### src/bars_pkg.sv
package bars_pkg;

  // ****************************************************************
  // Operations and widths
  // ****************************************************************
  localparam int unsigned DATA_W  = 8;
  localparam int unsigned ADDR_W  = 5;
  localparam int unsigned REG_CNT = 32;

  localparam logic [ADDR_W-1:0] DIR_REG_LO = 5'h06;
  localparam logic [ADDR_W-1:0] DIR_REG_HI = 5'h07;

  localparam logic [DATA_W-1:0] ACC_RESET = 8'h00;
  localparam logic [DATA_W-1:0] DIR_RESET = 8'hff;
  localparam logic [DATA_W-1:0] REG_RESET = 8'h00;

  localparam int unsigned STAT_C  = 0;
  localparam int unsigned STAT_DC = 1;
  localparam int unsigned STAT_Z  = 2;

  typedef enum logic [2:0] {
    BARS_OP_NONE   = 3'h0,
    BARS_OP_RLC    = 3'h1,
    BARS_OP_RRC    = 3'h2,
    BARS_OP_SUB    = 3'h3,
    BARS_OP_SWAP   = 3'h4,
    BARS_OP_DIR    = 3'h5,
    BARS_OP_XORIMM = 3'h6,
    BARS_OP_XORREG = 3'h7
  } bars_op_type;

  typedef struct packed {
    bars_op_type             op;
    logic [ADDR_W-1:0]       addr;
    logic                    toReg;
    logic [DATA_W-1:0]       imm;
  } bars_cmd_type;

  typedef struct packed {
    logic carry;
    logic halfCarry;
    logic zero;
  } bars_flags_type;

endpackage

### src/bars_alu.sv
module bars_alu (
  input  wire logic                          clk,
  input  wire logic                          reset_n,
  input  wire logic                          cmdValid,
  input  wire bars_pkg::bars_cmd_type        cmd,
  output logic                               busy,
  output logic                               done,
  output logic      [bars_pkg::DATA_W-1:0]   acc,
  output bars_pkg::bars_flags_type           flags,
  output logic      [bars_pkg::DATA_W-1:0]   pinDirLo,
  output logic      [bars_pkg::DATA_W-1:0]   pinDirHi,
  output logic      [bars_pkg::DATA_W-1:0]   result
);

  // ****************************************************************
  // State and operands
  // ****************************************************************
  typedef enum logic [1:0] {
    BARS_ST_IDLE  = 2'b00,
    BARS_ST_FETCH = 2'b01,
    BARS_ST_EXEC  = 2'b11
  } bars_state_type;

  bars_state_type                state;
  bars_state_type                next_state;
  bars_pkg::bars_cmd_type        held;
  bars_pkg::bars_cmd_type        next_held;
  logic [bars_pkg::DATA_W-1:0]   next_acc;
  bars_pkg::bars_flags_type      next_flags;
  logic [bars_pkg::DATA_W-1:0]   next_pinDirLo;
  logic [bars_pkg::DATA_W-1:0]   next_pinDirHi;
  logic [bars_pkg::DATA_W-1:0]   next_result;
  logic                          next_busy;
  logic                          next_done;
  logic [bars_pkg::DATA_W-1:0]   regData;
  logic                          wrEn;
  logic [bars_pkg::DATA_W-1:0]   aluOut;

  // ****************************************************************
  // Helpers
  // ****************************************************************
  function automatic logic isZero(input logic [bars_pkg::DATA_W-1:0] v);
    isZero = (v == '0);
  endfunction

  // Two's complement subtraction; the top bit is set when no borrow occurs.
  // Zero-extended nibbles carry out of the top bit exactly when the low
  // nibble does not borrow, so one function serves both carry flags.
  function automatic logic [bars_pkg::DATA_W:0] subtract(input logic [bars_pkg::DATA_W-1:0] minuend,
                                                          input logic [bars_pkg::DATA_W-1:0] subtrahend);
    subtract = {1'b0, minuend} + {1'b0, ~subtrahend} + 9'h001;
  endfunction

  // ****************************************************************
  // File registers
  // ****************************************************************
  // The read address follows next_held, so the operand is already
  // registered by the time the fetch state hands over to execute.
  bars_regfile u_regfile (
    .clk     (clk),
    .reset_n (reset_n),
    .rdAddr  (next_held.addr),
    .rdData  (regData),
    .wrEn    (wrEn),
    .wrAddr  (held.addr),
    .wrData  (aluOut)
  );

  // ****************************************************************
  // Sequencer
  // ****************************************************************
  // A command is taken in idle; the register read costs one cycle,
  // so each command finishes two cycles after it is taken.
  always_comb begin
    next_state = state;
    next_held  = held;
    next_busy  = busy;
    next_done  = 1'b0;
    unique case (state)
      BARS_ST_IDLE: begin
        // Commands offered while busy are ignored, never queued.
        if (cmdValid && (cmd.op != bars_pkg::BARS_OP_NONE)) begin
          next_held  = cmd;
          next_state = BARS_ST_FETCH;
          next_busy  = 1'b1;
        end
      end
      BARS_ST_FETCH: begin
        next_state = BARS_ST_EXEC;
      end
      BARS_ST_EXEC: begin
        // A new command may already be offered while done is high.
        next_done  = 1'b1;
        next_busy  = 1'b0;
        next_state = BARS_ST_IDLE;
      end
      default: begin
        // An illegal state code falls back to idle and drops busy.
        next_state = BARS_ST_IDLE;
        next_busy  = 1'b0;
      end
    endcase
  end

  always_ff @(posedge clk or negedge reset_n) begin
    if (!reset_n) begin
      state <= BARS_ST_IDLE;
      held  <= '0;
      busy  <= 1'b0;
      done  <= 1'b0;
    end else begin
      state <= next_state;
      held  <= next_held;
      busy  <= next_busy;
      done  <= next_done;
    end
  end

  // ****************************************************************
  // Accumulator, flags and write-back
  // ****************************************************************
  // Everything here moves only in the execute state, so acc and flags
  // stay stable as operands while the register read is in flight.
  always_comb begin
    logic [bars_pkg::DATA_W:0] diff;
    logic [bars_pkg::DATA_W:0] lowDiff;
    diff        = '0;
    lowDiff     = '0;
    next_acc    = acc;
    next_flags  = flags;
    next_result = result;
    wrEn        = 1'b0;
    aluOut      = regData;
    if (state == BARS_ST_EXEC) begin
      unique case (held.op)
        bars_pkg::BARS_OP_RLC: begin
          aluOut           = {regData[6:0], flags.carry};
          next_flags.carry = regData[7];
        end
        bars_pkg::BARS_OP_RRC: begin
          aluOut           = {flags.carry, regData[7:1]};
          next_flags.carry = regData[0];
        end
        bars_pkg::BARS_OP_SUB: begin
          diff                 = subtract(regData, acc);
          lowDiff              = subtract({4'h0, regData[3:0]}, {4'h0, acc[3:0]});
          aluOut               = diff[7:0];
          next_flags.carry     = diff[8];
          next_flags.halfCarry = lowDiff[8];
          next_flags.zero      = isZero(diff[7:0]);
        end
        bars_pkg::BARS_OP_SWAP: begin
          aluOut = {regData[3:0], regData[7:4]};
        end
        bars_pkg::BARS_OP_XORREG: begin
          aluOut          = acc ^ regData;
          next_flags.zero = isZero(acc ^ regData);
        end
        bars_pkg::BARS_OP_XORIMM: begin
          aluOut          = acc ^ held.imm;
          next_flags.zero = isZero(acc ^ held.imm);
        end
        bars_pkg::BARS_OP_NONE, bars_pkg::BARS_OP_DIR: begin
          aluOut = acc;
        end
      endcase
      // Immediate XOR and direction loads ignore the destination select.
      if (held.op == bars_pkg::BARS_OP_XORIMM) begin
        next_acc = aluOut;
      end else if (held.op == bars_pkg::BARS_OP_DIR) begin
        next_acc = acc;
      end else if (held.toReg) begin
        wrEn = 1'b1;
      end else begin
        next_acc = aluOut;
      end
      next_result = aluOut;
    end
  end

  always_ff @(posedge clk or negedge reset_n) begin
    if (!reset_n) begin
      acc    <= bars_pkg::ACC_RESET;
      flags  <= '0;
      result <= '0;
    end else begin
      acc    <= next_acc;
      flags  <= next_flags;
      result <= next_result;
    end
  end

  // ****************************************************************
  // Direction registers
  // ****************************************************************
  // Addresses other than the two direction registers are ignored,
  // yet the command still completes with a done pulse.
  always_comb begin
    next_pinDirLo = pinDirLo;
    next_pinDirHi = pinDirHi;
    if ((state == BARS_ST_EXEC) && (held.op == bars_pkg::BARS_OP_DIR)) begin
      if (held.addr == bars_pkg::DIR_REG_LO) begin
        next_pinDirLo = acc;
      end else if (held.addr == bars_pkg::DIR_REG_HI) begin
        next_pinDirHi = acc;
      end
    end
  end

  always_ff @(posedge clk or negedge reset_n) begin
    if (!reset_n) begin
      pinDirLo <= bars_pkg::DIR_RESET;
      pinDirHi <= bars_pkg::DIR_RESET;
    end else begin
      pinDirLo <= next_pinDirLo;
      pinDirHi <= next_pinDirHi;
    end
  end

endmodule

### src/bars_regfile.sv
module bars_regfile (
  input  wire logic                           clk,
  input  wire logic                           reset_n,
  input  wire logic [bars_pkg::ADDR_W-1:0]    rdAddr,
  output logic      [bars_pkg::DATA_W-1:0]    rdData,
  input  wire logic                           wrEn,
  input  wire logic [bars_pkg::ADDR_W-1:0]    wrAddr,
  input  wire logic [bars_pkg::DATA_W-1:0]    wrData
);

  logic [bars_pkg::DATA_W-1:0] mem [bars_pkg::REG_CNT];
  logic [bars_pkg::DATA_W-1:0] next_rdData;

  // ****************************************************************
  // Storage with registered, write-through read
  // ****************************************************************
  always_comb begin
    next_rdData = mem[rdAddr];
    if (wrEn && (wrAddr == rdAddr)) begin
      next_rdData = wrData;
    end
  end

  always_ff @(posedge clk or negedge reset_n) begin
    if (!reset_n) begin
      rdData <= bars_pkg::REG_RESET;
    end else begin
      rdData <= next_rdData;
    end
  end

  // The array is cleared by reset as well, so an operand read before its
  // first write is a defined value and never poisons the flags.
  always_ff @(posedge clk or negedge reset_n) begin
    if (!reset_n) begin
      for (int i = 0; i < bars_pkg::REG_CNT; i++) begin
        mem[i] <= bars_pkg::REG_RESET;
      end
    end else if (wrEn) begin
      mem[wrAddr] <= wrData;
    end
  end

endmodule

### config.mk
export PLATFORM = sky130hd
export DESIGN_NAME = bars_alu
export DESIGN_NICKNAME = d
export VERILOG_FILES = /design/src/bars_pkg.sv /design/src/bars_alu.sv /design/src/bars_regfile.sv
export SDC_FILE = /design/constraint.sdc
export NUM_CORES = 1
export LEC_CHECK = 0
export BUFFER_PORTS_ARGS = -buffer_cell sky130_fd_sc_hd__buf_2
export CELL_PAD_IN_SITES_DETAIL_PLACEMENT = 0
export CELL_PAD_IN_SITES_GLOBAL_PLACEMENT = 2
export CORE_ASPECT_RATIO = 0.6
export CORE_UTILIZATION = 43
export DETAILED_ROUTE_END_ITERATION = 10
export PLACE_DENSITY = 0.88
export SLEW_MARGIN = 20
export SYNTH_ARGS = -nofsm -noshare
export SYNTH_HDL_FRONTEND = slang
export SYNTH_SLANG_ARGS = --single-unit
### constraint.sdc
create_clock -name clk -period 9.1 [get_ports clk]
set_clock_uncertainty 0.1 [all_clocks]
set_input_delay 0.91 -clock clk [delete_from_list [all_inputs] [get_ports clk]]
set_output_delay 0.91 -clock clk [all_outputs]
set_load 0.02 [all_outputs]
## Yosys cells after proc, flatten, opt, wreduce, memory -nomap -nowiden

Index checks and enable logic that the tools add are counted.
W data, S select, Z words.

- $add $sub $neg: 4
- $lt $le $gt $ge: 3
- Equality and inequality tests: 15
- Multiplexer cells: 25
- Bitwise logic cells: 8
- Reductions and logical operators: 21

Operator list:

| cell | count |
|---|---|
| $bwmux W256 | 1 |
| $mux W8 | 8 |
| $pmux W8 S7 | 1 |
| $bmux W8 S5 | 1 |
| $demux W8 S5 | 1 |
| $mux W14 | 2 |
| $logic_not A8 Y1 | 3 |
| $add A9 B1 Y9 const B | 2 |
| $xor A8 B8 Y8 | 2 |
| $eq A3 B3 Y1 const B | 4 |
| $ge A6 B6 Y1 const B | 2 |
| $not A5 Y6 | 2 |
| $reduce_and A2 Y1 | 6 |
| $eq A5 B3 Y1 const B | 2 |
| $add A4 B8 Y9 | 1 |
| $add A8 B8 Y9 | 1 |
| $reduce_bool A3 Y1 | 3 |
| $not A4 Y8 | 1 |
| $not A8 Y8 | 1 |
| $eq A3 B2 Y1 const B | 2 |
| $lt A6 B1 Y1 const B | 1 |
| $mux W1 | 6 |
| $pmux W1 S3 | 2 |
| $reduce_and A3 Y1 | 2 |
| other kinds (14) | 19 |

- Flip-flop bits (word level): 320

## Depth between registers and ports, before layout

Gate-level depths: netlist of run 1.

- Depth in word-level cells: 9
- Depth in mapped cells: 13
- Depth with buffers taken out: 12

## Modules after synthesis

Synthesis of run 1 repeated with hierarchy kept, for this count alone.

- Cell total of the unflattened synthesis: 1,167
- Area total of the unflattened synthesis: 15,578.7 um^2

By module, submodules not included:

| module | times used | cells each | area an instance (um^2) | seq. area each (um^2) |
|---|---|---|---|---|
| bars_regfile | 1 | 833 | 12,231.7 | 6,606.3 |
| bars_alu | 1 | 334 | 3,347.0 | 1,421.4 |

## Least setup slack after synthesis of run 1

No wires, ideal clock.

- Kind: in2reg
- From: input cmd[15] (netlist name)
- To: register u_regfile.rdData[4] (netlist name)
- Library setup time: 0.143 ns
- Arrival: 2.851 ns
- Data required time: 8.857 ns
- Setup slack: 6.006 ns
- Cell stages on the path: 7
- Path buffers: 1
- Cells stage by stage: o31a_1 nand2_4 mux2i_4 buf_4 mux4_2 a211oi_1 a221oi_2

- Cells in the longest elaborated chain, start to end: 9
- Elaborated cells on any way between the ends: 11

Ends and longest elaborated chain:

| item | RTL line | RTL |
|---|---|---|
| start: declaration | bars_alu.sv:5 | `input wire bars_pkg::bars_cmd_type cmd,` |
| $reduce_bool A3 Y1 (*) | bars_alu.sv:82 | `if (cmdValid && (cmd.op != bars_pkg::BARS_OP_NONE)) begin` |
| $logic_and A1 B1 Y1 (*) | bars_alu.sv:82 |  |
| $mux W14 (*) | bars_alu.sv:82 |  |
| $mux W14 (*) | bars_alu.sv:79 | `unique case (state)` |
| $not A5 Y6 (implied by the code) | bars_regfile.sv:18 | `next_rdData = mem[rdAddr];` |
| $bmux W8 S5 | bars_regfile.sv:18 |  |
| $mux W8 (implied by the code) (2 in a row) | bars_regfile.sv:18 |  |
| $mux W8 (*) | bars_regfile.sv:19 | `if (wrEn && (wrAddr == rdAddr)) begin` |
| via u_regfile.next_rdData (one bit) | bars_regfile.sv:12 | `logic [bars_pkg::DATA_W-1:0] next_rdData;` |
| end signal: assignment | bars_regfile.sv:26 | `rdData <= bars_pkg::REG_RESET;` |
| end signal: assignment | bars_regfile.sv:28 | `rdData <= next_rdData;` |
| end: declaration | bars_regfile.sv:5 | `output logic [bars_pkg::DATA_W-1:0] rdData,` |

Mark *: on every way through the listed nets, which the timed path passes. The rest lies on a longest branch. The select of a mux whose other input is x is not followed.
A chain may end at the register's enable or synchronous reset.

## Final worst setup path of run 1

- From: input cmd[15] (netlist name)
- To: register u_regfile.rdData[7] (netlist name)

The elaborated chain is that of the path after synthesis.

==> results of run 1 <==
## cell families after synthesis
group	after synthesis
multiplexers	81
flip-flops	320
AND/OR/NAND/NOR	599
adder cells (fa/ha/maj)	11
buffers and inverters	138
AO/OA/AOI/OAI	439
XOR/XNOR	13
## per-stage QoR
stage / hold slack [ns] / area (um2) / utilization (%)
after global placement: 0.354 / 15500 / 45.6
after global routing: 0.293 / 16600 / 48.7
after CTS: 0.289 / 16600 / 48.7
final: 0.225 / 16600 / 48.7
after floorplan: 0.342 / 15000 / -
after detailed placement: 0.363 / 15500 / 45.6
## sequential cells by signal (all words and copies together), names as in the netlist
name and count:
busy 1, state 2, pinDirLo 8, u_regfile.rdData 8, flags 3, pinDirHi 8
u_regfile.mem 256, done 1, held 17, acc 8, result 8
## power by group through the flow
stage	sequential [mW]	combinational [mW]	clock (mW)
after global routing	2.31	3.15	1.42
after detailed placement	2.26	2.82	0
final	2.26	2.91	1.34
after CTS	2.24	2.83	1.36
after floorplan	2.17	1.84	0
after global placement	2.26	2.79	0
## critical path: stages
cell and delay (ns):
buf_2 0.11, o31a_1 0.37, nand2_4 0.30, mux2i_2 0.24
buf_4 0.31, inv_2 0.33, nor2_1 0.86, a32oi_1 0.26
a31oi_1 0.22, o21ai_1 0.09, a31o_2 0.25
## worst min path at each step
stage,startpoint,endpoint
2_1_floorplan,u_regfile.mem[127],u_regfile.mem[127]
3_3_place_gp,result[6],result[6]
3_5_place_dp,result[4],result[4]
4_1_cts,reset_n,u_regfile.mem[225]
5_1_grt,reset_n,u_regfile.mem[236]
6_report,reset_n,u_regfile.mem[236]
## cell type report
| type | instances | area [um2] | area share, % |
|---|---|---|---|
| sequential | 320 | 8030 | 48.4 |
| clock buffer | 43 | 881 | 5.31 |
| antenna | 2 | 5.00 | 0.0302 |
| inverter | 21 | 86.3 | 0.521 |
| clock inverter | 13 | 164 | 0.989 |
| timing repair buffer | 78 | 468 | 2.82 |
| multi-input combinational | 1143 | 6370 | 38.4 |
| tap | 459 | 574 | 3.46 |
## cell usage in the layout (no fill, tap or decap), types with 16 or more instances in the layout
master / Yosys / final
a21oi_1: 29 / 28
a31oi_1: 19 / 19
a32oi_1: 16 / 16
buf_2: 22 / 55
buf_4: 8 / 21
clkbuf_16: 0 / 31
dfrtp_1: 304 / 304
dfstp_2: 16 / 16
inv_1: 18 / 18
mux2_2: 30 / 30
mux2i_1: 35 / 34
nand2_1: 460 / 460
nand3_1: 35 / 35
nand4_1: 16 / 16
nor2_1: 31 / 30
o21ai_0: 285 / 281
## layer usage
layer	up-vias	GRT usage, %	share of wire, %
met2	564	33.2	36
met4	0	3.90	1.1
met1	5938	45.5	50
li1	5551	-	-
met5	-	0	0
met3	46	11.3	13
==> impl_metrics.ini, run 1 <==
[setup_path]
crit_start = cmd[15]
worstPathRequired_ns = 9.46
end_kind = flop
reg2regPathDepth = 10
timing.rr.start = state[1]
cp.arrival_ns = 4.28
cp_max_fo = 25
r2r-end = u_regfile.rdData[7]
criticalPathCategory = input port to flop
start_kind = input port
rrSetupSlack_ns = 5.32
critPathCapture = u_regfile.rdData[7]

[placement]
dp_hpwl_um = 32400
port_buffers = 56
gp_congestion = 0.934
place_ws_ns = 4.68
place_inst = 2021

[synth]
syn-num-nets = 1631
synth_most_common_cell = nand2_1
yosysTopAreaCellShare_pct = 50.7
synth_area_um2 = 15000
syn_avg_cell_area_um2 = 9.37
synthFlopType = dfrtp_1
synth-edff-count = 0
synthAdderAreaFrac_pct = 0.951
async_reset_ff_share_pct = 100
netlist-cell-type-count = 79
synth_seq_cells = 320
synth_xor_area_share_pct = 0.759
ys_seq_area_share_pct = 53.5
synth_top_family_by_area = compound AO/OA/AOI/OAI gates
synth_compound_area_share_pct = 17.0
yosys.area_share.simple_pct = 16.6
muxShareOfSynthArea_pct = 6.93
synthCells = 1601
yosys-top-cells-count = nand2_1, dfrtp_1, o21ai_0
synthTopCellsByArea = dfrtp_1, nand2_1, o21ai_0
ys_warn_count = 0
synth_top_area_cell = dfrtp_1

[timing]
rsz0062_at_grt = no
fmax_mhz = 255
worst_pin_slew_ns = 1.06
min_period_ns = 3.92
max-slew-margin-rel_pct = 29.6
finalSetupViolCount = 0
finalSetupTns_ns = 0
hold_viol = 0
slew_viol_final = 0
post-route-period-util_pct = 43.1
timing.final.ws_setup_ns = 5.18

[drt]
vias = 12100
antenna_left = 0
dr.first_iter.drc_count = 1489
drcViolationCount = 0
finalWirelength_um = 48500
via_per_inst = 5.82
wl_per_cell_um = 23.3
first_pass_iters = 5

[grt]
grt_max_degree = 175
grt_overflow_total = 0
grt_pass1_vias = 11400
grt_pass1_wl_um = 74500
antenna_found_initial = 2
grt_usage_pct = 27.8

[pwr]
leakage_nw = 7.15
powerDensity_nw_per_um2 = 393
share_seq_of_total_power_pct = 34.7
power_mw = 6.51
cellInternalPower_mw = 3.53
max-vdd-ir-drop_v = 0.000221
combPwrFrac_pct = 44.7
switchingPower_mw = 2.98
clockPowerShare_pct = 20.6
switching_share_pct = 45.8

[floorplanning]
core.rowCount = 52
die_h_um = 147
initial_core_util_pct = 44.1
pin_count = 57
die_area_um2 = 35600
core_um2 = 34000
dieWidth_um = 243

[clock_network]
ctsHoldBuffers = 0
htree_levels = 1
cts.sinks = 320
clk_latency_ns = 0.59
post_cts.repair.setup_buffers = 0
clk_pin_slew_ns = 0.07
ctsResizeCount = 0
cts_buffer_depth = 3
numCtsBuffers = 30
cts_root_buffer = clkbuf_16
cts_tree = done

[finish]
final_nets = 1624
instances_no_fill = 2079
fillers = 3177
drive_gt1_share_pct = 13.2
syn2layout_area_growth_pct = 10.6

[status]
outcome = finished, final reports clean

[min_path]
hold_class = input port to async pin

[flow_run]
drv_cap = 0
Note: power is estimated with default switching activity, not from simulation.
==> run 2, diff against run 1 <==
CORE_UTILIZATION = 36   (was 43)
PLACE_DENSITY = 0.79   (was 0.88)
clock period = 3.3 ns   (was 9.1 ns; I/O delays follow)
==> run 2 against run 1 <==
Register-to-register slack worse by 5.2 ns. Wire length up 7.2%. Combinational power rose to 3.1 times the previous value. Count of clock-buffer cells in the layout up 1. Largest cell class unchanged. Highest routed layer unchanged.
==> impl_metrics.ini, run 2 (same netlist as run 1, synthesis figures left out) <==
[finish]
final_nets = 1696
final_cell_mix = nand2_1, dfrtp_1, o21ai_0, buf_4, buf_2
largest_register_ffs = 256
reg.largest.list = u_regfile.mem (256), held (17)
syn2layout_area_growth_pct = 16.4
antenna_cells = 0
mostFrequentLayoutCell = nand2_1
fillers = 4009
drive_gt1_share_pct = 16.0
largest_register = u_regfile.mem

[setup_path]
r2r-end = u_regfile.rdData[5]
crit_top_cell = o21a_1
cp_max_fo = 34
cp_slowest_stage_delay_ns = 0.49
timing.rr.start = u_regfile.rdData[1]
criticalPathCategory = flop to flop
start_kind = flop
crit_chain = ha_1 > nor2b_1 > o21a_1 > o21a_1 > o32ai_1 > mux2i_2 > nor4_4 > buf_4 > a22o_1 > a21oi_1
cp.arrival_ns = 3.59
worstPathRequired_ns = 3.72
rrSetupSlack_ns = 0.13
slowest_stage = dfrtp_1
reg2regPathDepth = 10
end_kind = flop

[drt]
finalWirelength_um = 52000
via_per_inst = 5.47
drcViolationCount = 0
first_pass_iters = 5
wl_per_cell_um = 23.1
vias = 12300
dr.first_iter.drc_count = 1304
antenna_left = 0

[pwr]
powerDensity_nw_per_um2 = 1090
max-vdd-ir-drop_v = 0.000525
leakage_nw = 7.55
power_mw = 19.0

[min_path]
whs_path_depth = 3
worstHoldStart = cmd[12]
holdPathEnd = held[12]
hold_class = input port to flop

[timing]
post-route-period-util_pct = 96.0
slew_viol_final = 0
hold_viol = 0
rsz0062_at_grt = no
min_period_ns = 3.17
finalSetupViolCount = 0
finalSetupTns_ns = 0
max-slew-margin-rel_pct = 43.6
worst_pin_slew_ns = 0.847
fmax_mhz = 316

[flow_run]
drv_cap = 0

[grt]
grt_max_degree = 93
grt_usage_pct = 24.9
grt_pass1_vias = 11800
grt_overflow_total = 0
grt_pass1_wl_um = 79100
antenna_found_initial = 0

[clock_network]
clk_latency_ns = 0.60
cts_tree = done
clk_pin_slew_ns = 0.07
numCtsBuffers = 31
htree_levels = 1
cts_buffer_depth = 3
cts_root_buffer = clkbuf_16
cts.sinks = 320

[floorplanning]
initial_core_util_pct = 36.8
core_um2 = 40700
die_area_um2 = 42500
core.rowCount = 57
pin_count = 57
die_h_um = 160
dieWidth_um = 265

[placement]
dp_hpwl_um = 36300
port_buffers = 56
gp_congestion = 0.932

[status]
outcome = finished, final reports clean
-- run 2: changes by cell type in the layout (fill, tap and decap cells not counted), sizes merged --
| cell | before | now |
|---|---|---|
| clkinv | 7 | 10 |
| dlygate4sd3 | 0 | 13 |
| clkinvlp | 2 | 0 |
| buf | 78 | 136 |
| diode | 2 | 0 |
| clkbuf | 43 | 44 |
-- run 2: repair_timing --
| item | in CTS | in global routing |
|---|---|---|
| hold buffers | 13 | 0 |
| endpoints found under the hold margin | 96 | 0 |
| endpoints found under the setup margin | 0 | 35 |
| resized for setup | 0 | 4 |
| buffers inserted | 0 | 0 |
-- run 2: worst max-delay path: cells and delay by family, from the launching register on --
| kind | cells | cell delay, ns |
|---|---|---|
| AND/OR/NAND/NOR | 2 | 0.20 |
| multiplexers | 1 | 0.46 |
| AO/OA/AOI/OAI | 5 | 1.14 |
| flip-flops | 1 | 0.49 |
| adder cells (fa/ha/maj) | 1 | 0.39 |
| buffers and inverters | 1 | 0.28 |
-- run 2: layout make-up --
type                       count  area (um2)  area share, %
clock inverter                14         160          0.917
sequential                   320        8030           46.0
inverter                      21        86.3          0.495
clock buffer                  44         845           4.84
tap                          560         701           4.01
timing repair buffer         149        1250           7.14
multi-input combinational   1143        6390           36.6
-- run 2: metrics by stage --
step	cell area, um2	setup slack [ns]	hold WS, ns	util, %	instances
6_report	17500	0.132	0.0546	42.9	2251
5_1_grt	17500	0.0271	0.0440	42.9	2251
4_1_cts	17400	0.00688	0.0164	42.8	2251
3_5_place_dp	16300	-0.127	0.340	40.0	2180
3_3_place_gp	16300	-0.193	0.315	40.0	2180
2_1_floorplan	15000	0.284	-0.0656	-	1601
-- run 2: layer usage --
metal	GRT usage, %	routed length (um)	vias up
met3	6.95	4840	69
met5	0	0	-
met2	30.4	18900	438
li1	-	-	5672
met4	4.47	876	0
met1	41.8	27300	6123
-- run 2: report_power, final --
part	switching (mW)	leakage, nW	internal, mW
Sequential	1.02	4.28	5.17
Clock	1.63	0.501	2.02
Combinational	5.92	2.77	3.20
Total	8.56	7.55	10.4
-- run 2: worst max path at each step --
stage                           to                start  slack [ns]  cells past startpoint
2_1_floorplan   u_regfile.mem[102]               acc[0]        0.28                     11
3_3_place_gp   u_regfile.rdData[2]              cmd[15]       -0.19                     11
3_5_place_dp   u_regfile.rdData[2]              cmd[15]       -0.13                     11
4_1_cts        u_regfile.rdData[2]             state[1]       0.007                     10
5_1_grt        u_regfile.rdData[5]  u_regfile.rdData[1]        0.03                     10
6_report       u_regfile.rdData[5]  u_regfile.rdData[1]        0.13                     10
